===== src/verilog/cpubic_pkg.sv =====
// constants for the processor reset, interrupt and bus control block
package cpubic_pkg;
    // reset timing
    localparam int          RESET_HOLD_MIN_CLKS = 4;
    localparam int          RESET_SEQ_CLKS      = 7;
    localparam int          IRQ_EARLY_CLKS      = 9;
    localparam int          NMI_HIGH_MIN_CLKS   = 2;
    localparam int          CLK_PERIOD_NS       = 10;
    localparam int          POWERUP_US          = 50;
    localparam int          POWERUP_CLKS        = (POWERUP_US * 1000)
                                                  / CLK_PERIOD_NS;
    localparam logic [3:0]  SEQ_W_MAX           = 4'h7;
    localparam logic [3:0]  EARLY_MAX           = 4'h9;
    // addresses
    localparam logic [19:0] RESET_FETCH_ADDR    = 20'hffff0;
    localparam logic [19:0] VECTOR_TABLE_TOP    = 20'h003ff;
    localparam logic [7:0]  NMI_TYPE            = 8'h02;
    localparam int          VEC_ENTRY_SHIFT     = 2;
    // cycle status codes (max mode)
    localparam logic [2:0]  CS_IRQ_ACK_STROBE             = 3'h0;
    localparam logic [2:0]  CS_IO_RD            = 3'h1;
    localparam logic [2:0]  CS_IO_WR            = 3'h2;
    localparam logic [2:0]  CS_HALT             = 3'h3;
    localparam logic [2:0]  CS_FETCH            = 3'h4;
    localparam logic [2:0]  CS_MEM_RD           = 3'h5;
    localparam logic [2:0]  CS_MEM_WR           = 3'h6;
    localparam logic [2:0]  CS_PASSIVE          = 3'h7;
    // request kinds from the core
    localparam logic [1:0]  REQ_READ            = 2'h0;
    localparam logic [1:0]  REQ_WRITE           = 2'h1;
    localparam logic [1:0]  REQ_FETCH           = 2'h2;

    typedef enum logic [8:0] {
        BUS_IDLE = 9'h001,
        BUS_T1   = 9'h002,
        BUS_T2   = 9'h004,
        BUS_T3   = 9'h008,
        BUS_TW   = 9'h010,
        BUS_T4   = 9'h020,
        BUS_HALT = 9'h040,
        BUS_HOLD = 9'h080,
        BUS_RST  = 9'h100
    } cpubic_bus_state_type;

    typedef enum logic [4:0] {
        SEQ_NONE = 5'h01,
        SEQ_ACK1 = 5'h02,
        SEQ_ACK2 = 5'h04,
        SEQ_VEC  = 5'h08,
        SEQ_DONE = 5'h10
    } cpubic_seq_type;
endpackage


===== src/verilog/cpubic_top.sv =====
// reset, interrupt, halt, lock and bus cycle control of the processor
`timescale 1ns/100ps
`default_nettype none

// What this block does
// - operations stop on reset rising and stay dormant; reset is synchronised
// - after reset falls, seven-clock sequence, then fetch from ffff0
// - maskable request within nine clocks of reset end may wait one instruction
// - three-state outputs float during reset; status shows passive one clock first
// - vector table spans 0 to 3ff, 256 entries of four bytes
// - nmi beats maskable request, rising-edge triggered, gives type 2
// - nmi edges latched and served at boundary; later edge retriggers
// - maskable request level sampled, honoured at boundary when enabled
// - every interrupt response clears enable; return restores it
// - two back-to-back acknowledge cycles; lock t3 to t2, off in t1 of second; no hold meanwhile
// - type byte read in second acknowledge, times four gives entry address
// - halt entry: late latch strobe in min mode, halt code in max mode
// - hold during halt keeps halt, reissues indication; irq or reset exits
// - lock asserted after prefix, released after next instruction; grants wait
// - wait repeats until test low; no bus cycles once queue full
// - bus request during wait floats drivers; interrupt serviced then wait refetched
// - strap high gives direct strobes, strap low gives coded status
// - read: strobe t1, select t1-t4, float bus and read strobe from t2
// - write: data from t2 into t4, write strobe t2 through t3 and waits
// - not ready inserts whole wait states between t3 and t4
module cpubic_top (
    // clock, reset, enable
    input  wire logic        i_core_clk,
    input  wire logic        i_rst,
    input  wire logic        i_clk_en,
    // pins from outside
    input  wire logic        i_config_strap,
    input  wire logic        i_nmi,
    input  wire logic        i_maskable_irq_in,
    input  wire logic        i_ready,
    input  wire logic        i_test_n,
    input  wire logic        i_hold_req,
    input  wire logic        i_request_grant_pin_in,
    input  wire logic [7:0]  i_addr_data_low,
    // core side
    input  wire logic        i_core_req,
    input  wire logic [1:0]  i_core_kind,
    input  wire logic        i_core_io,
    input  wire logic [19:0] i_core_addr,
    input  wire logic [7:0]  i_core_wdata,
    input  wire logic        i_core_boundary,
    input  wire logic        i_core_halt,
    input  wire logic        i_core_wait_instr,
    input  wire logic        i_core_queue_full,
    input  wire logic        i_core_lock_prefix,
    input  wire logic        i_core_lock_end,
    input  wire logic        i_core_if_set,
    input  wire logic        i_core_if_clr,
    input  wire logic        i_core_iret,
    input  wire logic        i_core_iret_if,
    // bus pins
    output logic [7:0]       o_addr_data_low,
    output logic             o_addr_data_low_oe,
    output logic [7:0]       o_addr_middle,
    output logic [3:0]       o_addr_high,
    output logic             o_addr_oe,
    output logic             o_addr_latch,
    output logic             o_io_mem_sel,
    output logic             o_xcvr_direction,
    output logic             o_xcvr_output_enable_n,
    output logic             o_status_zero_min,
    output logic             o_read_n,
    output logic             o_write_n,
    output logic             o_irq_ack_strobe_n,
    output logic             o_ctrl_oe,
    output logic [2:0]       o_cycle_status_code,
    output logic             o_status_oe,
    output logic             o_lock_n,
    output logic             o_hold_ack,
    output logic             o_request_grant_pin_out,
    output logic             o_request_grant_pin_oe,
    // core side results
    output logic             o_core_done,
    output logic [7:0]       o_core_rdata,
    output logic             o_core_busy,
    output logic             o_core_if,
    output logic             o_core_wait_release,
    output logic             o_vec_valid,
    output logic [19:0]      o_vec_fetch_addr,
    output logic [7:0]       o_vec_type,
    output logic [1:0]       o_vec_byte_idx,
    output logic             o_halted
);
    import cpubic_pkg::*;

    // three-flop input synchronisers
    localparam int NSYNC = 6;
    logic [NSYNC-1:0] pin_raw;
    logic [NSYNC-1:0] sy1_ff;
    logic [NSYNC-1:0] sy2_ff;
    logic [NSYNC-1:0] sy3_ff;
    logic [NSYNC-1:0] pin_ff;
    assign pin_raw = {i_request_grant_pin_in, i_hold_req, i_test_n,
                      i_ready, i_maskable_irq_in, i_nmi};
    genvar g;
    generate
        for (g = 0; g < NSYNC; g++) begin : g_sync
            always_ff @(posedge i_core_clk) begin
                if (i_rst) begin
                    sy1_ff[g] <= 1'b0;
                    sy2_ff[g] <= 1'b0;
                    sy3_ff[g] <= 1'b0;
                    pin_ff[g] <= 1'b0;
                end else if (i_clk_en) begin
                    sy1_ff[g] <= pin_raw[g];
                    sy2_ff[g] <= sy1_ff[g];
                    sy3_ff[g] <= sy2_ff[g];
                    // change counts once flops two and three agree
                    if (sy2_ff[g] == sy3_ff[g])
                        pin_ff[g] <= sy3_ff[g];
                end
            end
        end
    endgenerate
    logic s_nmi, s_irq, s_ready, s_test_n, s_hold, s_rqgt;
    assign s_nmi    = pin_ff[0];
    assign s_irq    = pin_ff[1];
    assign s_ready  = pin_ff[2];
    assign s_test_n = pin_ff[3];
    assign s_hold   = pin_ff[4];
    assign s_rqgt   = pin_ff[5];

    // strap caught after reset release
    logic [3:0] sq_cnt_ff;
    logic       min_mode_ff;
    always_ff @(posedge i_core_clk) begin
        if (i_clk_en && (i_rst || sq_cnt_ff != 4'h0))
            min_mode_ff <= i_config_strap;
    end

    // reset sequence counter; i_rst is synchronous so already synchronised
    logic       rst_first_ff;
    logic [3:0] early_cnt_ff;
    always_ff @(posedge i_core_clk) begin
        if (i_rst) begin
            sq_cnt_ff    <= SEQ_W_MAX;
            early_cnt_ff <= EARLY_MAX;
            rst_first_ff <= 1'b1;
        end else if (i_clk_en) begin
            rst_first_ff <= 1'b0;
            if (sq_cnt_ff != 4'h0)
                sq_cnt_ff <= sq_cnt_ff - 4'h1;
            if (early_cnt_ff != 4'h0)
                early_cnt_ff <= early_cnt_ff - 4'h1;
        end
    end
    logic running;
    assign running = (sq_cnt_ff == 4'h0);

    // nmi edge latch and interrupt enable
    logic nmi_prev_ff, nmi_pend_ff, if_ff, irq_defer_ff;
    logic take_nmi, take_irq, irq_start;
    cpubic_seq_type seq_ff;
    assign take_nmi  = running && i_core_boundary && nmi_pend_ff
                       && seq_ff == SEQ_NONE;
    // a fresh nmi edge not yet latched still beats the request
    assign take_irq  = running && i_core_boundary && !nmi_pend_ff
                       && !(s_nmi && !nmi_prev_ff)
                       && s_irq && if_ff && !irq_defer_ff
                       && seq_ff == SEQ_NONE;
    assign irq_start = take_nmi || take_irq;
    always_ff @(posedge i_core_clk) begin
        if (i_rst) begin
            nmi_prev_ff  <= 1'b0;
            nmi_pend_ff  <= 1'b0;
            if_ff        <= 1'b0;
            irq_defer_ff <= 1'b0;
        end else if (i_clk_en) begin
            nmi_prev_ff <= s_nmi;
            // new edge wins over the clear of this service
            if (s_nmi && !nmi_prev_ff)
                nmi_pend_ff <= 1'b1;
            else if (take_nmi)
                nmi_pend_ff <= 1'b0;
            // early request may let one instruction run first
            if (s_irq && early_cnt_ff != 4'h0 && running)
                irq_defer_ff <= 1'b1;
            else if (i_core_boundary)
                irq_defer_ff <= 1'b0;
            if (irq_start)
                if_ff <= 1'b0;
            else if (i_core_iret)
                if_ff <= i_core_iret_if;
            else if (i_core_if_set)
                if_ff <= 1'b1;
            else if (i_core_if_clr)
                if_ff <= 1'b0;
        end
    end

    // bus cycle engine
    cpubic_bus_state_type st_ff;
    logic [1:0]  kind_ff;
    logic        io_ff, ack_ff, wr_ff;
    logic [19:0] addr_ff;
    logic [7:0]  wdata_ff, type_ff;
    logic [1:0]  vbyte_ff;
    logic        lock_ff, lock_pend_ff, halt_late_ff, halt_shown_ff;
    logic        wait_blk;
    logic        grant_pend_ff;
    logic        want_cycle;
    // wait holds the bus until test low once queue is full
    assign wait_blk   = i_core_wait_instr && s_test_n
                        && i_core_queue_full;
    // request still stands in the done cycle; never take it twice
    assign want_cycle = (seq_ff == SEQ_ACK1) || (seq_ff == SEQ_ACK2)
                        || (seq_ff == SEQ_VEC)
                        || (i_core_req && !wait_blk && seq_ff == SEQ_NONE
                            && !o_core_done);

    always_ff @(posedge i_core_clk) begin
        if (i_rst) begin
            st_ff    <= BUS_RST;
            seq_ff   <= SEQ_NONE;
            kind_ff  <= REQ_FETCH;
            io_ff    <= 1'b0;
            ack_ff   <= 1'b0;
            wr_ff    <= 1'b0;
            addr_ff  <= RESET_FETCH_ADDR;
            wdata_ff <= 8'h00;
            type_ff  <= 8'h00;
            vbyte_ff <= 2'h0;
            halt_late_ff  <= 1'b0;
            halt_shown_ff <= 1'b0;
        end else if (i_clk_en) begin
            if (irq_start) begin
                type_ff <= NMI_TYPE;
                // nmi needs no acknowledge cycles
                seq_ff  <= take_nmi ? SEQ_VEC : SEQ_ACK1;
                vbyte_ff <= 2'h0;
            end
            unique case (st_ff)
                BUS_RST: begin
                    if (running)
                        st_ff <= BUS_IDLE;
                end
                BUS_IDLE: begin
                    halt_late_ff <= 1'b0;
                    if (s_hold && seq_ff == SEQ_NONE && !lock_ff)
                        st_ff <= BUS_HOLD;
                    else if (want_cycle) begin
                        st_ff  <= BUS_T1;
                        ack_ff <= (seq_ff == SEQ_ACK1)
                                  || (seq_ff == SEQ_ACK2);
                        wr_ff  <= (seq_ff == SEQ_NONE)
                                  && i_core_kind == REQ_WRITE;
                        io_ff  <= (seq_ff == SEQ_NONE) && i_core_io;
                        kind_ff <= (seq_ff == SEQ_NONE) ? i_core_kind
                                                        : REQ_READ;
                        wdata_ff <= i_core_wdata;
                        // entry address is type times four
                        addr_ff <= (seq_ff == SEQ_VEC)
                            ? {10'h000, type_ff, vbyte_ff}
                            : i_core_addr;
                    end else if (i_core_halt && !halt_shown_ff) begin
                        st_ff <= BUS_HALT;
                        halt_late_ff <= 1'b1;
                    end
                end
                BUS_T1: st_ff <= BUS_T2;
                BUS_T2: st_ff <= BUS_T3;
                BUS_T3, BUS_TW: begin
                    st_ff <= s_ready ? BUS_T4 : BUS_TW;
                end
                BUS_T4: begin
                    st_ff <= BUS_IDLE;
                    unique case (seq_ff)
                        SEQ_ACK1: seq_ff <= SEQ_ACK2;
                        SEQ_ACK2: begin
                            type_ff <= i_addr_data_low;
                            seq_ff  <= SEQ_VEC;
                        end
                        SEQ_VEC: begin
                            vbyte_ff <= vbyte_ff + 2'h1;
                            if (vbyte_ff == 2'h3)
                                seq_ff <= SEQ_DONE;
                        end
                        SEQ_DONE, SEQ_NONE: ;
                    endcase
                end
                BUS_HALT: begin
                    halt_late_ff  <= 1'b0;
                    halt_shown_ff <= 1'b1;
                    if (irq_start || !i_core_halt)
                        st_ff <= BUS_IDLE;
                    else if (s_hold)
                        st_ff <= BUS_HOLD;
                end
                BUS_HOLD: begin
                    if (!s_hold) begin
                        st_ff <= BUS_IDLE;
                        halt_shown_ff <= 1'b0;
                    end
                end
                default: st_ff <= BUS_IDLE;
            endcase
            if (seq_ff == SEQ_DONE)
                seq_ff <= SEQ_NONE;
            if (!i_core_halt)
                halt_shown_ff <= 1'b0;
        end
    end

    // lock handling and request/grant recording
    always_ff @(posedge i_core_clk) begin
        if (i_rst) begin
            lock_ff       <= 1'b0;
            lock_pend_ff  <= 1'b0;
            grant_pend_ff <= 1'b0;
        end else if (i_clk_en) begin
            if (i_core_lock_prefix)
                lock_pend_ff <= 1'b1;
            else if (lock_pend_ff && i_core_lock_end && st_ff == BUS_T4)
                lock_pend_ff <= 1'b0;
            if (s_rqgt && !grant_pend_ff)
                grant_pend_ff <= 1'b1;
            else if (!lock_ff && !lock_pend_ff)
                grant_pend_ff <= 1'b0;
            // acknowledge lock spans t3 of first to t2 of second, off in t1 of second
            lock_ff <= (lock_pend_ff && !(i_core_lock_end
                        && st_ff == BUS_T4))
                       || (seq_ff == SEQ_ACK1 && st_ff != BUS_IDLE
                           && st_ff != BUS_T1)
                       || (seq_ff == SEQ_ACK2 && st_ff == BUS_T1);
        end
    end

    // pin drivers, all registered
    logic nxt_drive;
    assign nxt_drive = (st_ff != BUS_RST) && (st_ff != BUS_HOLD)
                       && !i_rst;
    always_ff @(posedge i_core_clk) begin
        if (i_rst) begin
            o_addr_data_low        <= 8'h00;
            o_addr_data_low_oe     <= 1'b0;
            o_addr_middle          <= 8'h00;
            o_addr_high            <= 4'h0;
            o_addr_oe              <= 1'b0;
            o_addr_latch           <= 1'b0;
            o_io_mem_sel           <= 1'b0;
            o_xcvr_direction       <= 1'b0;
            o_xcvr_output_enable_n <= 1'b1;
            o_status_zero_min      <= 1'b1;
            o_read_n               <= 1'b1;
            o_write_n              <= 1'b1;
            o_irq_ack_strobe_n     <= 1'b1;
            o_ctrl_oe              <= 1'b0;
            o_cycle_status_code    <= CS_PASSIVE;
            // passive for one clock, then float
            o_status_oe            <= rst_first_ff ? 1'b0 : 1'b1;
            o_lock_n               <= 1'b1;
            o_hold_ack             <= 1'b0;
            o_request_grant_pin_out <= 1'b0;
            o_request_grant_pin_oe <= 1'b0;
        end else if (i_clk_en) begin
            o_addr_oe   <= nxt_drive && !ack_ff;
            o_ctrl_oe   <= nxt_drive && min_mode_ff;
            o_status_oe <= nxt_drive && !min_mode_ff;
            o_addr_middle <= addr_ff[15:8];
            o_addr_high   <= addr_ff[19:16];
            o_addr_latch  <= (st_ff == BUS_T1) || halt_late_ff;
            o_io_mem_sel  <= (st_ff == BUS_HALT) ? 1'b1 : io_ff;
            o_xcvr_direction  <= (st_ff == BUS_HALT) ? 1'b1 : wr_ff;
            o_status_zero_min <= (st_ff == BUS_HALT) ? 1'b1
                                 : (kind_ff == REQ_FETCH);
            unique case (st_ff)
                BUS_T1: begin
                    o_addr_data_low    <= addr_ff[7:0];
                    o_addr_data_low_oe <= nxt_drive && !ack_ff;
                end
                // write data held one clock past the strobe
                BUS_T2, BUS_T3, BUS_TW, BUS_T4: begin
                    o_addr_data_low    <= wdata_ff;
                    o_addr_data_low_oe <= wr_ff;
                end
                default: begin
                    o_addr_data_low_oe <= 1'b0;
                end
            endcase
            o_read_n  <= !((st_ff == BUS_T2 || st_ff == BUS_T3
                          || st_ff == BUS_TW) && !wr_ff && !ack_ff);
            o_write_n <= !((st_ff == BUS_T2 || st_ff == BUS_T3
                          || st_ff == BUS_TW) && wr_ff);
            o_irq_ack_strobe_n <= !((st_ff == BUS_T2 || st_ff == BUS_T3
                          || st_ff == BUS_TW) && ack_ff);
            o_xcvr_output_enable_n <= !(st_ff == BUS_T2 || st_ff == BUS_T3
                                       || st_ff == BUS_TW);
            if (st_ff == BUS_HALT)
                o_cycle_status_code <= CS_HALT;
            else if (st_ff == BUS_IDLE && want_cycle)
                o_cycle_status_code <= (seq_ff == SEQ_ACK1
                                        || seq_ff == SEQ_ACK2) ? CS_IRQ_ACK_STROBE
                    : (seq_ff == SEQ_VEC) ? CS_MEM_RD
                    : (i_core_kind == REQ_FETCH) ? CS_FETCH
                    : (i_core_kind == REQ_WRITE)
                        ? (i_core_io ? CS_IO_WR : CS_MEM_WR)
                        : (i_core_io ? CS_IO_RD : CS_MEM_RD);
            else if (st_ff == BUS_T3 || st_ff == BUS_IDLE)
                o_cycle_status_code <= CS_PASSIVE;
            o_lock_n   <= !lock_ff;
            o_hold_ack <= (st_ff == BUS_HOLD);
            o_request_grant_pin_out <= 1'b0;
            o_request_grant_pin_oe  <= grant_pend_ff && !lock_ff
                                       && !lock_pend_ff;
        end
    end

    // core side results
    always_ff @(posedge i_core_clk) begin
        if (i_rst) begin
            o_core_done         <= 1'b0;
            o_core_rdata        <= 8'h00;
            o_core_busy         <= 1'b1;
            o_core_if           <= 1'b0;
            o_core_wait_release <= 1'b0;
            o_vec_valid         <= 1'b0;
            o_vec_fetch_addr    <= 20'h00000;
            o_vec_type          <= 8'h00;
            o_vec_byte_idx      <= 2'h0;
            o_halted            <= 1'b0;
        end else if (i_clk_en) begin
            o_core_done  <= (st_ff == BUS_T4) && seq_ff == SEQ_NONE;
            o_core_rdata <= i_addr_data_low;
            o_core_busy  <= !running || seq_ff != SEQ_NONE;
            o_core_if    <= if_ff;
            o_core_wait_release <= i_core_wait_instr && !s_test_n;
            o_vec_valid      <= (st_ff == BUS_T4) && seq_ff == SEQ_VEC;
            o_vec_fetch_addr <= addr_ff;
            o_vec_type       <= type_ff;
            o_vec_byte_idx   <= vbyte_ff;
            o_halted         <= (st_ff == BUS_HALT)
                                || (st_ff == BUS_HOLD && i_core_halt);
        end
    end
endmodule

`default_nettype wire


===== config.mk =====
export PLATFORM = sky130hd
export DESIGN_NAME = cpubic_top
export DESIGN_NICKNAME = d
export VERILOG_FILES = /design/src/verilog/cpubic_pkg.sv /design/src/verilog/cpubic_top.sv
export SDC_FILE = /design/constraint.sdc
export NUM_CORES = 1
export LEC_CHECK = 0
export ABC_AREA = 1
export BUFFER_PORTS_ARGS = -buffer_cell sky130_fd_sc_hd__buf_2
export CAP_MARGIN = 0
export CORE_UTILIZATION = 30
export CTS_CLUSTER_DIAMETER = 200
export DETAILED_ROUTE_END_ITERATION = 8
export PLACE_DENSITY = 0.53
export SLEW_MARGIN = 20
export SYNTH_ARGS = -nofsm -noshare
export SYNTH_HDL_FRONTEND = slang
export SYNTH_SLANG_ARGS = --single-unit

===== constraint.sdc =====
create_clock -name i_core_clk -period 2.3 [get_ports i_core_clk]
set_input_delay 0 -clock i_core_clk [delete_from_list [all_inputs] [get_ports i_core_clk]]
set_output_delay 0 -clock i_core_clk [all_outputs]
set_load 0.01 [all_outputs]

# After elaboration in Yosys (flattened, before gate mapping)
# Cells that the tools add are included.
[word_totals] reg_bits=182 input_bits=60 output_inout_bits=83 wordCells=291
[classes] add_sub_neg=3 n_eq_ne=35 mux=59 bitwise=1 n_reduce_logical=117
[ops] operator="9-bit 2-to-1 mux" count=7
[ops] operator="9-bit case mux with 7 select lines" count=1
[ops] operator="1-bit logical AND" count=48
[ops] operator="2-bit AND reduction" count=16
[ops] operator="3-bit 2-to-1 mux" count=9
[ops] operator="8-bit 2-to-1 mux" count=3
[ops] operator="1-bit 2-to-1 mux" count=23
[ops] operator="1-bit zero test" count=22
[ops] operator="20-bit 2-to-1 mux" count=1
[ops] operator="5-bit 2-to-1 mux" count=4
[ops] operator="8-bit case mux with 2 select lines" count=1
[ops] operator="5-bit case mux with 3 select lines" count=1
[ops] operator="1-bit logical OR" count=14
[ops] operator="2-bit nonzero test" count=7
[ops] operator="4-bit nonzero test" count=3
[ops] operator="9-bit by 1-bit equality test with 1-bit output (second input constant)" count=1
[ops] operator="9-bit by 2-bit equality test with 1-bit output (second input constant)" count=1
[ops] operator="9-bit by 3-bit equality test with 1-bit output (second input constant)" count=1
[ops] operator="9-bit by 4-bit equality test with 1-bit output (second input constant)" count=1
[ops] operator="9-bit by 5-bit equality test with 1-bit output (second input constant)" count=1
[ops] operator="9-bit by 6-bit equality test with 1-bit output (second input constant)" count=1
[ops] operator="9-bit by 7-bit equality test with 1-bit output (second input constant)" count=1
[ops] operator="9-bit by 8-bit equality test with 1-bit output (second input constant)" count=1
[ops] operator="9-bit equality test (second input constant)" count=1
[ops] operator="31 further kinds" count=46

# Depth between registers and ports, before layout
# Gate-level depths: netlist (run 1).
[depth] ltp_word=14 ltp_mapped=12 depth_no_buf=12

# Worst setup path after synthesis (run 1)
# No wires, ideal clock.
[synth_path] path_type="register -> register" startpoint="reg st_ff[6]" endpoint="reg st_ff[2]" setup_time_ns=0.112 t_arrival_ns=1.450 t_required_ns=2.188 path_slack_ns=0.738 path_stages_with_launch=11 n_path_buf=0 path_cell_list="dfxtp_1 nor2_2 nand2_1 inv_2 nand3_2 inv_1 nand4_2 nand2_2 inv_2 nor2_1 nor2_1"
[synth_between] elab_chain_len=3 elab_cells_between_ends=15 classes_between="12 x eq/ne; 1 x mux; 2 x reduce/logical"
[synth_lines] item="start: declaration" line_no="cpubic_top.sv:197" rtl="cpubic_bus_state_type st_ff;"
[synth_lines] item="start signal: assignment" line_no="cpubic_top.sv:268" rtl="st_ff <= s_ready ? BUS_T4 : BUS_TW;"
[synth_lines] item="9-bit by 1-bit equality test with 1-bit output, or another cell as far along" line_no="cpubic_top.sv:237" rtl="unique case (st_ff)"
[synth_lines] item="4-bit inequality test (no source line), or another cell as far along"
[synth_lines] item="5-bit AND reduction (no source line) or 9-bit case mux with 7 select lines (tied branches)"
# Parallel ways exist; a longest one is shown, timed or not.
# A chain may end at the register's enable or synchronous reset.

# Worst setup path after layout (run 1)
[layout_path] startpoint="reg st_ff[0]" endpoint="reg lock_pend_ff"
[layout_between] elab_chain_len=4
[layout_lines] item="9-bit by 6-bit equality test with 1-bit output" line_no="cpubic_top.sv:318" rtl="else if (lock_pend_ff && i_core_lock_end && st_ff == BUS_T4)"
[layout_lines] item="1-bit logical AND" line_no="cpubic_top.sv:318"
[layout_lines] item="2-bit nonzero test (no source line)"
[layout_lines] item="2-bit AND reduction (no source line)"
[layout_lines] item="end signal: assignment" line_no="cpubic_top.sv:313" rtl="lock_pend_ff <= 1'b0;"
[layout_lines] item="end signal: assignment" line_no="cpubic_top.sv:317" rtl="lock_pend_ff <= 1'b1;"
[layout_lines] item="end signal: assignment" line_no="cpubic_top.sv:319" rtl="lock_pend_ff <= 1'b0;"
[layout_lines] item="end: declaration" line_no="cpubic_top.sv:203" rtl="logic lock_ff, lock_pend_ff, halt_late_ff, halt_shown_ff;"
# Every way passes these cells.

==> impl_summary.log, run 1 <==
[metrics] Met2 Wirelength: 9.83 mm
[metrics] Worst Setup Slack, final: 107 ps
[metrics] count of yosys warnings during synthesis: 0
[metrics] terminus of the critical flop-to-flop path: lock_pend_ff
[metrics] wire length after detailed routing: 21.1 mm
[metrics] count of pins over their slew limit: 0
[metrics] area of the mapped netlist: 7000 µm²
[metrics] synthesis-to-finish area growth: 30.2%
[metrics] final critical-path share of the clock period: 0.954
[metrics] Initial Utilization: 0.307
[metrics] detailed placer's ending HPWL: 14.6 mm
[metrics] leftover overflow at the end of global routing: 0
[metrics] number of top-level pins: 143
[metrics] Sum Neg Setup Slack: 0 ps
[metrics] Floorplan Core Area: 22800 µm²
[metrics] layout cells sized above 1: 0.200
[metrics] number of maximum-capacitance violations: 0
[metrics] cell types with the largest area share after synthesis: sky130_fd_sc_hd__dfxtp_1, sky130_fd_sc_hd__nand2_1, sky130_fd_sc_hd__o21ai_0
[metrics] data required time of the worst path: 2610 ps
[metrics] height of the die: 155 µm
[metrics] slowest stage cell on the critical path: sky130_fd_sc_hd__dlygate4sd3_1
[metrics] Met1 Routed Length: 10.0 mm
[metrics] Post-layout nets: 1156
[metrics] post-layout instance area: 9120 µm²
[metrics] total of endpoints with negative setup slack in the final report: 0
[metrics] maximum number of pins on one net before global-route repair: 53
[metrics] startpoint of the most critical setup path: st_ff[0]
[metrics] Post-CTS Resized: 0
[metrics] number of cell instances on the worst register-to-register path: 9
[metrics] post-layout util: 0.400
[metrics] leakage power: 4.10 nW
[metrics] full die area: 24000 µm²
[metrics] final critical-path required period: 2190 ps
[metrics] unrepaired setup endpoints after global routing: true
[metrics] remaining routing DRC violations: 0
[metrics] number of failing hold endpoints at the final stage: 0
[metrics] placed cell areas: 7970 µm²
[metrics] kind of critical path: register to register
[metrics] detailed-routing iteration count for the pre-antenna-repair pass: 6
[metrics] number of distinct library cell variants in the gate-level netlist after synthesis: 41
[metrics] Post-Route Skew: 9.79 ps
[metrics] Worst setup SP type: register
[metrics] Port Buffers: 141
[metrics] clock buffers created by TritonCTS: 17
[metrics] vias in the first global route: 6371
[metrics] Critical Path Max Stage Delay: 560 ps
[metrics] EDFF count, synth: 2
[metrics] top flip-flop cell by instance count after synthesis: sky130_fd_sc_hd__dfxtp_1
[metrics] worst min path class: input pin to register
[metrics] DR vias/cell: 4.70
[metrics] post-route total power: 0.00700 W
[metrics] post-detailed-route wirelength per cell: 14.9 µm
[metrics] worst r2r src: st_ff[0]
[metrics] global-route wire length before repair: 33.4 mm
[metrics] total length of routed met3 wires: 1.04 mm
[metrics] flop and latch count out of synthesis: 170
[metrics] endpoint of the most critical setup path: lock_pend_ff
[metrics] syn nets: 983
[metrics] post-synthesis sequential area ratio: 0.489
[metrics] floorplan die width: 155 µm
[metrics] Slew @ Worst Pin: 580 ps
[metrics] endpoint type of the worst setup path: register
[metrics] top layer used by detailed routing: met4
[metrics] Clk pin slew, worst setup/hold paths: 60 ps
[metrics] critical path cell sequence: nor2_1 > nand2_1 > inv_2 > nand4_2 > inv_2 > nand2_1 > nand2_1 > a21oi_1 > dlygate4sd3_1
[metrics] Highest Clock Rate: 0.456 GHz
[metrics] antenna-violating nets left: 0
[metrics] Cells after Synth: 917
[metrics] initial antenna violation count: 0
[metrics] Setup Buffers After CTS: 0
[metrics] result of the run: completed
[metrics] clock insertion delay at the later pin of the skew report: 430 ps
[metrics] via count: 6650
[metrics] Crit path top cell by count: sky130_fd_sc_hd__nand2_1
[metrics] cell taking the most area after synthesis: sky130_fd_sc_hd__dfxtp_1
[metrics] Std-Cell Rows: 55
[metrics] share of the synthesized area in the top cell type: 0.480
[metrics] Worst VDD drop: 464 µV
[metrics] setup slack after placement: 222 ps
[metrics] Relative slew margins: 0.610
[metrics] PD cells: 768 nW/µm²
[metrics] iteration-0 DRC count of the detailed router: 455
[metrics] clock tree root driver cell: sky130_fd_sc_hd__clkbuf_16
[metrics] final weighted congestion in routability-driven placement: 0.834
[metrics] number of sinks on the clock net: 170
[metrics] number of H-tree levels: 4
[metrics] number of antenna cells inserted: 0
[metrics] maximum fanout encountered on the critical timing path: 12
[metrics] total global routing track utilization: 0.180
[metrics] internal reg-to-reg setup slack: 110 ps
[metrics] data arrival at the endpoint of the critical path: 2500 ps
[metrics] CTS Buffer Depth: 2
[metrics] async set-or-reset flop fraction in the synthesized netlist: 0
[metrics] average size of a mapped cell: 7.64 µm²
[metrics] CTS tree: done
==> registers in the layout (all words and copies together), names as in the netlist, 2 cells and up <==
name and flops:
o_addr_high 4, addr_ff 20, o_vec_fetch_addr 9, o_addr_middle 7, o_addr_data_low 8, early_cnt_ff 4
type_ff 8, sy3_ff 6, sy1_ff 6, sq_cnt_ff 4, o_vec_type 8, wdata_ff 8
o_cycle_status_code 3, sy2_ff 6, o_vec_byte_idx 2, o_core_rdata 8, seq_ff 5, st_ff 9
kind_ff 2, vbyte_ff 2
==> cell type report <==
type                            count  area, µm²
Multi-Input combinational cell    608       2990
Sequential cell                   170       3420
Tap cell                          313        392
Inverter                           85        319
Clock buffer                       20        457
Fill cell                        2386      13700
Clock inverter                     11        169
Timing Repair Buffer              208       1360
==> cell families (layout without fill, tap and decap cells) <==
family | after synthesis | count (layout) | share of synthesized area
AND/OR/NAND/NOR | 413 | 413 | 0.257
AO/OA/AOI/OAI | 188 | 188 | 0.157
flip-flops | 170 | 170 | 0.489
buffers and inverters | 139 | 324 | 0.0858
adder cells (fa/ha/maj) | 6 | 6 | 0.0107
other | 1 | 1 | 0.000535
==> cells in the mapped netlist, types with 2 or more instances <==
master / n
sky130_fd_sc_hd__nand2_2: 3
sky130_fd_sc_hd__edfxtp_1: 2
sky130_fd_sc_hd__dfxtp_1: 168
sky130_fd_sc_hd__a221oi_1: 5
sky130_fd_sc_hd__o31ai_1: 2
sky130_fd_sc_hd__nor2_4: 3
sky130_fd_sc_hd__a22o_1: 24
sky130_fd_sc_hd__o221ai_1: 2
sky130_fd_sc_hd__nand4_1: 7
sky130_fd_sc_hd__buf_2: 6
sky130_fd_sc_hd__clkbuf_1: 27
sky130_fd_sc_hd__nand2_1: 243
sky130_fd_sc_hd__inv_1: 76
sky130_fd_sc_hd__or2_2: 3
sky130_fd_sc_hd__a21oi_1: 56
sky130_fd_sc_hd__clkinv_1: 2
sky130_fd_sc_hd__nand4_2: 2
sky130_fd_sc_hd__a31oi_1: 2
sky130_fd_sc_hd__nor3_1: 11
sky130_fd_sc_hd__o21ai_0: 80
sky130_fd_sc_hd__ha_1: 6
sky130_fd_sc_hd__nor2_1: 68
sky130_fd_sc_hd__o211ai_1: 2
sky130_fd_sc_hd__buf_6: 2
sky130_fd_sc_hd__buf_4: 15
sky130_fd_sc_hd__nand3_2: 6
sky130_fd_sc_hd__buf_1: 4
sky130_fd_sc_hd__o2111ai_1: 2
sky130_fd_sc_hd__nand3_1: 57
sky130_fd_sc_hd__nor2_2: 5
sky130_fd_sc_hd__inv_2: 7
sky130_fd_sc_hd__nor2_8: 2
sky130_fd_sc_hd__o22ai_1: 9
==> worst min path at each step <==
stage,start,end,slack (ps),cells after the start
floorplan,i_config_strap,min_mode_ff,100,0
global placement,i_config_strap,min_mode_ff,180,1
detailed placement,i_config_strap,min_mode_ff,180,1
CTS,i_core_addr[2],addr_ff[2],5,5
global route,i_core_addr[1],addr_ff[1],50,5
finish,i_core_addr[2],addr_ff[2],1,5
==> cell usage in the layout (no fill, tap or decap), types with 7 or more instances in the layout <==
| cell | n |
|---|---|
| sky130_fd_sc_hd__o21ai_0 | 80 |
| sky130_fd_sc_hd__a21oi_1 | 56 |
| sky130_fd_sc_hd__nor3_1 | 11 |
| sky130_fd_sc_hd__nor2_1 | 66 |
| sky130_fd_sc_hd__o22ai_1 | 9 |
| sky130_fd_sc_hd__inv_2 | 7 |
| sky130_fd_sc_hd__nand3_1 | 57 |
| sky130_fd_sc_hd__dfxtp_1 | 168 |
| sky130_fd_sc_hd__buf_4 | 13 |
| sky130_fd_sc_hd__buf_2 | 141 |
| sky130_fd_sc_hd__inv_1 | 76 |
| sky130_fd_sc_hd__a22o_1 | 24 |
| sky130_fd_sc_hd__dlygate4sd3_1 | 52 |
| sky130_fd_sc_hd__nand2_1 | 243 |
| sky130_fd_sc_hd__nand4_1 | 7 |
| sky130_fd_sc_hd__clkbuf_16 | 17 |
==> power breakdown <==
| group | switching (W) | total (W) | internal (W) |
|---|---|---|---|
| registers | 0.0000810 | 0.00315 | 0.00307 |
| clock network | 0.00121 | 0.00309 | 0.00187 |
| logic | 0.000465 | 0.000767 | 0.000303 |
| total | 0.00176 | 0.00700 | 0.00524 |
==> critical path: cells and delay by family (launching register included) <==
kind | cells | cell delay, ps
DFF | 1 | 330
AOI/OAI and AO/OA | 1 | 60
buffers and inverters | 3 | 910
and+or+nand+nor | 5 | 770
==> stage by stage <==
stage	hold slack, ps	instances
3_5_place_dp	180	1332
2_1_floorplan	98.9	917
6_report	1.10	1415
4_1_cts	4.85	1415
3_3_place_gp	180	1332
5_1_grt	51.6	1415
==> layer usage <==
layer  vias up  GRT usage
li1       3350          -
met1      3104      0.232
met2       180      0.309
met3        16     0.0345
met4         0     0.0415
met5         -          0
==> what timing repair did <==
item                       4_1_cts  5_1_grt
setup endpoints to repair        0        3
hold endpoints to repair        58        0
hold buffers                    52        0
No activity file was read; power rests on OpenSTA's default activity.
==> run 2, diff against run 1 <==
Settings changed: ABC_AREA 1 to not set.
==> impl_summary.log, run 2 <==
[metrics] remaining routing DRC violations: 0 (unchanged)
[metrics] number of gates on the worst path with buffers counted: 5 (-4)
[metrics] unrepaired setup endpoints after global routing: false
[metrics] Critical Path Max Stage Delay: 480 ps (-80 ps)
[metrics] placed cell areas: 8200 µm² (+2.8%)
[metrics] number of maximum-capacitance violations: 0 (unchanged)
[metrics] number of cell instances on the worst register-to-register path: 5 (-4)
[metrics] final critical-path required period: 2120 ps (-70.4 ps)
[metrics] endpoint type of the worst setup path: register
[metrics] share of synthesized cell area in and, or, nand and nor gates: 0.210 (-0.0474)
[metrics] post-detailed-route wirelength per cell: 15.0 µm (+0.50%)
[metrics] total global routing track utilization: 0.164 (-0.0154)
[metrics] clock insertion delay at the later pin of the skew report: 430 ps (about the same)
[metrics] Port Buffers: 141 (unchanged)
[metrics] largest family of logic cells by synthesized area: simple AND/OR/NAND/NOR gates
[metrics] data required time of the worst path: 2620 ps (about the same)
[metrics] internal reg-to-reg setup slack: 180 ps (+70 ps)
[metrics] post-synthesis compound-gate area fraction: 0.155 (-0.00208)
[metrics] Sum Neg Setup Slack: 0 ps (unchanged)
[metrics] leading cell type in the layout, fill and taps excluded: sky130_fd_sc_hd__dfxtp_1
[metrics] total length of routed met3 wires: 884 µm (-15%)
[metrics] result of the run: completed
[metrics] multiplexer fraction of the synthesized cell area: 0.0836 (+0.0836)
[metrics] Clk pin slew, worst setup/hold paths: 70 ps (about the same)
[metrics] switching power: 0.00173 W (-1.8%)
[metrics] Post-layout nets: 1056 (-8.7%)
[metrics] worst r2r src: st_ff[3]
[metrics] leftover overflow at the end of global routing: 0 (unchanged)
[metrics] Met1 Routed Length: 9.37 mm (-6.5%)
[metrics] number of top-level pins: 143 (unchanged)
[metrics] worst min path class: input pin to register
[metrics] cell taking the most area after synthesis: sky130_fd_sc_hd__dfxtp_1
[metrics] via count: 6268 (-5.7%)
[metrics] Setup Buffers After CTS: 0 (unchanged)
[metrics] share of the synthesized area in the top cell type: 0.467 (-0.0133)
[metrics] Initial Utilization: 0.306 (-0.00153)
[metrics] number of distinct library cell variants in the gate-level netlist after synthesis: 68 (+66%)
[metrics] Post-Route Skew: 10.7 ps (+0.921 ps)
[metrics] clock buffers created by TritonCTS: 17 (unchanged)
[metrics] detailed-routing iteration count for the pre-antenna-repair pass: 5 (-1)
[metrics] Highest Clock Rate: 0.471 GHz (+3.3%)
[metrics] antenna-violating nets left: 0 (unchanged)
[metrics] top flip-flop cell by instance count after synthesis: sky130_fd_sc_hd__dfxtp_1
[metrics] Floorplan Core Area: 23500 µm² (+3.4%)
[metrics] wire length after detailed routing: 19.8 mm (-6.1%)
[metrics] final critical-path share of the clock period: 0.923 (-0.0306)
[metrics] Met2 Wirelength: 9.27 mm (-5.7%)
[metrics] Cell Count Post-Placement: 1236 (-7.2%)
[metrics] CTS tree: done
[metrics] iteration-0 DRC count of the detailed router: 348 (-24%)
[metrics] PD cells: 712 nW/µm² (-7.2%)
[metrics] commonest cells after routing, fill and taps aside: sky130_fd_sc_hd__dfxtp_1, sky130_fd_sc_hd__buf_2, sky130_fd_sc_hd__nor2_1, sky130_fd_sc_hd__nand2_1, sky130_fd_sc_hd__mux2i_1
[metrics] endpoint of the most critical setup path: st_ff[3]
[metrics] final cell count without fillers: 1322 (-6.6%)
[metrics] final weighted congestion in routability-driven placement: 0.822 (-1.5%)
[metrics] syn nets: 883 (-10%)
[metrics] register with the most flip-flops: addr_ff
[metrics] adder-cell share of the synthesized area: 0.0104 (-0.000296)
[metrics] Clk network pwr share: 0.417 (-0.024)
[metrics] startpoint of the most critical setup path: st_ff[3]
[metrics] count of yosys warnings during synthesis: 0 (unchanged)
[metrics] most used standard cell by instance count after synthesis: sky130_fd_sc_hd__dfxtp_1
[metrics] Worst setup SP type: register
[metrics] area of the mapped netlist: 7200 µm² (+2.8%)
[metrics] count of pins over their slew limit: 0 (unchanged)
[metrics] Std-Cell Rows: 56 (+1.8%)
[metrics] leakage power: 4.10 nW (about the same)
[metrics] detailed placer's ending HPWL: 13.8 mm (-5.5%)
[metrics] registers with the most flip-flops: addr_ff (20), o_vec_fetch_addr (9), st_ff (9)
[metrics] Worst VDD drop: 471 µV (+1.6%)
[metrics] top layer used by detailed routing: met4
[metrics] Largest register FFs: 20 (unchanged)
[metrics] count of buffer and inverter cells on the critical path: 0 (-3)
[metrics] floorplan die width: 157 µm (+1.4%)
[metrics] layout cells sized above 1: 0.215 (+0.0157)
[metrics] number of sinks on the clock net: 170 (unchanged)
[metrics] critical path cell sequence: nor3_2 > nand4b_1 > a2111o_1 > nand3_1 > mux2_2
[metrics] EDFF count, synth: 2 (unchanged)
[metrics] hold path start: i_clk_en
[metrics] CTS Buffer Depth: 2 (unchanged)
[metrics] initial antenna violation count: 0 (unchanged)
[metrics] kind of critical path: register to register
[metrics] number of failing hold endpoints at the final stage: 0 (unchanged)
[metrics] cell-internal power: 0.00491 W (-6.3%)
[metrics] top cells by instance count after synthesis: sky130_fd_sc_hd__dfxtp_1, sky130_fd_sc_hd__nor2_1, sky130_fd_sc_hd__nand2_1
[metrics] data arrival at the endpoint of the critical path: 2440 ps (-60 ps)
[metrics] average size of a mapped cell: 8.82 µm² (+15%)
[metrics] cell family with the largest share of critical-path delay: simple AND/OR/NAND/NOR gates
[metrics] vias in the first global route: 5917 (-7.1%)
[metrics] area share of xor/xnor cells in the synthesized design: 0.00973 (+0.00973)
[metrics] number of H-tree levels: 4 (unchanged)
[metrics] async set-or-reset flop fraction in the synthesized netlist: 0 (unchanged)
[metrics] setup slack after placement: 45.0 ps (-177 ps)
[metrics] switching share of total power: 0.260 (+0.00895)
[metrics] height of the die: 157 µm (+1.4%)
[metrics] global-route wire length before repair: 31.4 mm (-6.0%)
[metrics] Cells after Synth: 817 (-11%)
[metrics] full die area: 24600 µm² (+2.8%)
[metrics] number of antenna cells inserted: 0 (unchanged)
[metrics] post-layout instance area: 9320 µm² (+2.2%)
[metrics] total of endpoints with negative setup slack in the final report: 0 (unchanged)
[metrics] terminus of the critical flop-to-flop path: st_ff[3]
[metrics] Worst Setup Slack, final: 177 ps (+70.4 ps)
[metrics] maximum number of pins on one net before global-route repair: 52 (-1.9%)
[metrics] cell types with the largest area share after synthesis: sky130_fd_sc_hd__dfxtp_1, sky130_fd_sc_hd__mux2i_1, sky130_fd_sc_hd__nor2_1
[metrics] Flop pwr share: 0.471 (+0.022)
[metrics] Slew @ Worst Pin: 734 ps (+155 ps)
[metrics] flop and latch count out of synthesis: 170 (unchanged)
[metrics] synthesis-to-finish area growth: 29.4%
[metrics] DR vias/cell: 4.74 (+0.89%)
[metrics] slowest stage cell on the critical path: sky130_fd_sc_hd__a2111o_1
[metrics] post-synthesis sequential area ratio: 0.475 (-0.0135)
[metrics] maximum fanout encountered on the critical timing path: 10 (-2)
[metrics] combinational group share of total power: 0.112 (+0.002)
[metrics] Relative slew margins: 0.510 (-0.0991)
[metrics] clock tree root driver cell: sky130_fd_sc_hd__clkbuf_16
[metrics] post-layout util: 0.396 (-0.00449)
-- run 2: cells by family after synthesis --
logic type | Yosys count
AND/OR/NAND/NOR | 324
flip-flops | 170
AO/OA/AOI/OAI | 165
buffers and inverters | 83
multiplexers | 60
XOR/XNOR | 8
adder cells (fa/ha/maj) | 6
other | 1
-- run 2: through the flow --
| stage | total power, W | hold WS [ps] |
|---|---|---|
| finish | 0.00664 | 68.4 |
| detailed placement | 0.00386 | 192 |
| global route | 0.00693 | 58.9 |
| floorplan | 0.00362 | 98.9 |
| global placement | 0.00386 | 195 |
| CTS | 0.00671 | 48.7 |
-- run 2: routing by layer --
metal	track usage	up-vias
li1	-	3207
met1	0.215	2917
met2	0.267	127
met3	0.0366	17
met4	0.0518	0
met5	0	-
-- run 2: what timing repair did --
action | CTS | global route
setup endpoints to repair | 0 | 10
hold buffers | 54 | 0
gates resized for setup | 0 | 3
hold endpoints to repair | 72 | 0
-- run 2: layout make-up --
class / instances / area, µm²
tap: 319 / 399
timing repair buffer: 223 / 1470
multi-input combinational: 564 / 3400
sequential: 170 / 3420
clock inverter: 14 / 135
clock buffer: 18 / 429
fill: 2470 / 14200
inverter: 14 / 52.6
-- run 2: worst min-delay path, cell delays in order --
cell and delay [ps]:
sky130_fd_sc_hd__buf_4 130, sky130_fd_sc_hd__nor2_1 150, sky130_fd_sc_hd__nand2_1 100, sky130_fd_sc_hd__o31ai_1 50
-- run 2: worst min-delay path by stage --
| stage | depth (start not counted) | to | slack [ps] |
|---|---|---|---|
| 2_1_floorplan | 0 | min_mode_ff | 100 |
| 3_3_place_gp | 1 | min_mode_ff | 190 |
| 3_5_place_dp | 1 | min_mode_ff | 190 |
| 4_1_cts | 4 | o_addr_oe | 50 |
| 5_1_grt | 4 | o_addr_oe | 60 |
| 6_report | 4 | o_addr_oe | 70 |
-- run 2: power by group through the flow --
stage	Clock [W]	Combinational (W)	Sequential [W]
floorplan	0	0.000424	0.00320
global placement	0	0.000673	0.00319
detailed placement	0	0.000672	0.00319
CTS	0.00284	0.000746	0.00313
global route	0.00297	0.000819	0.00314
finish	0.00277	0.000743	0.00313
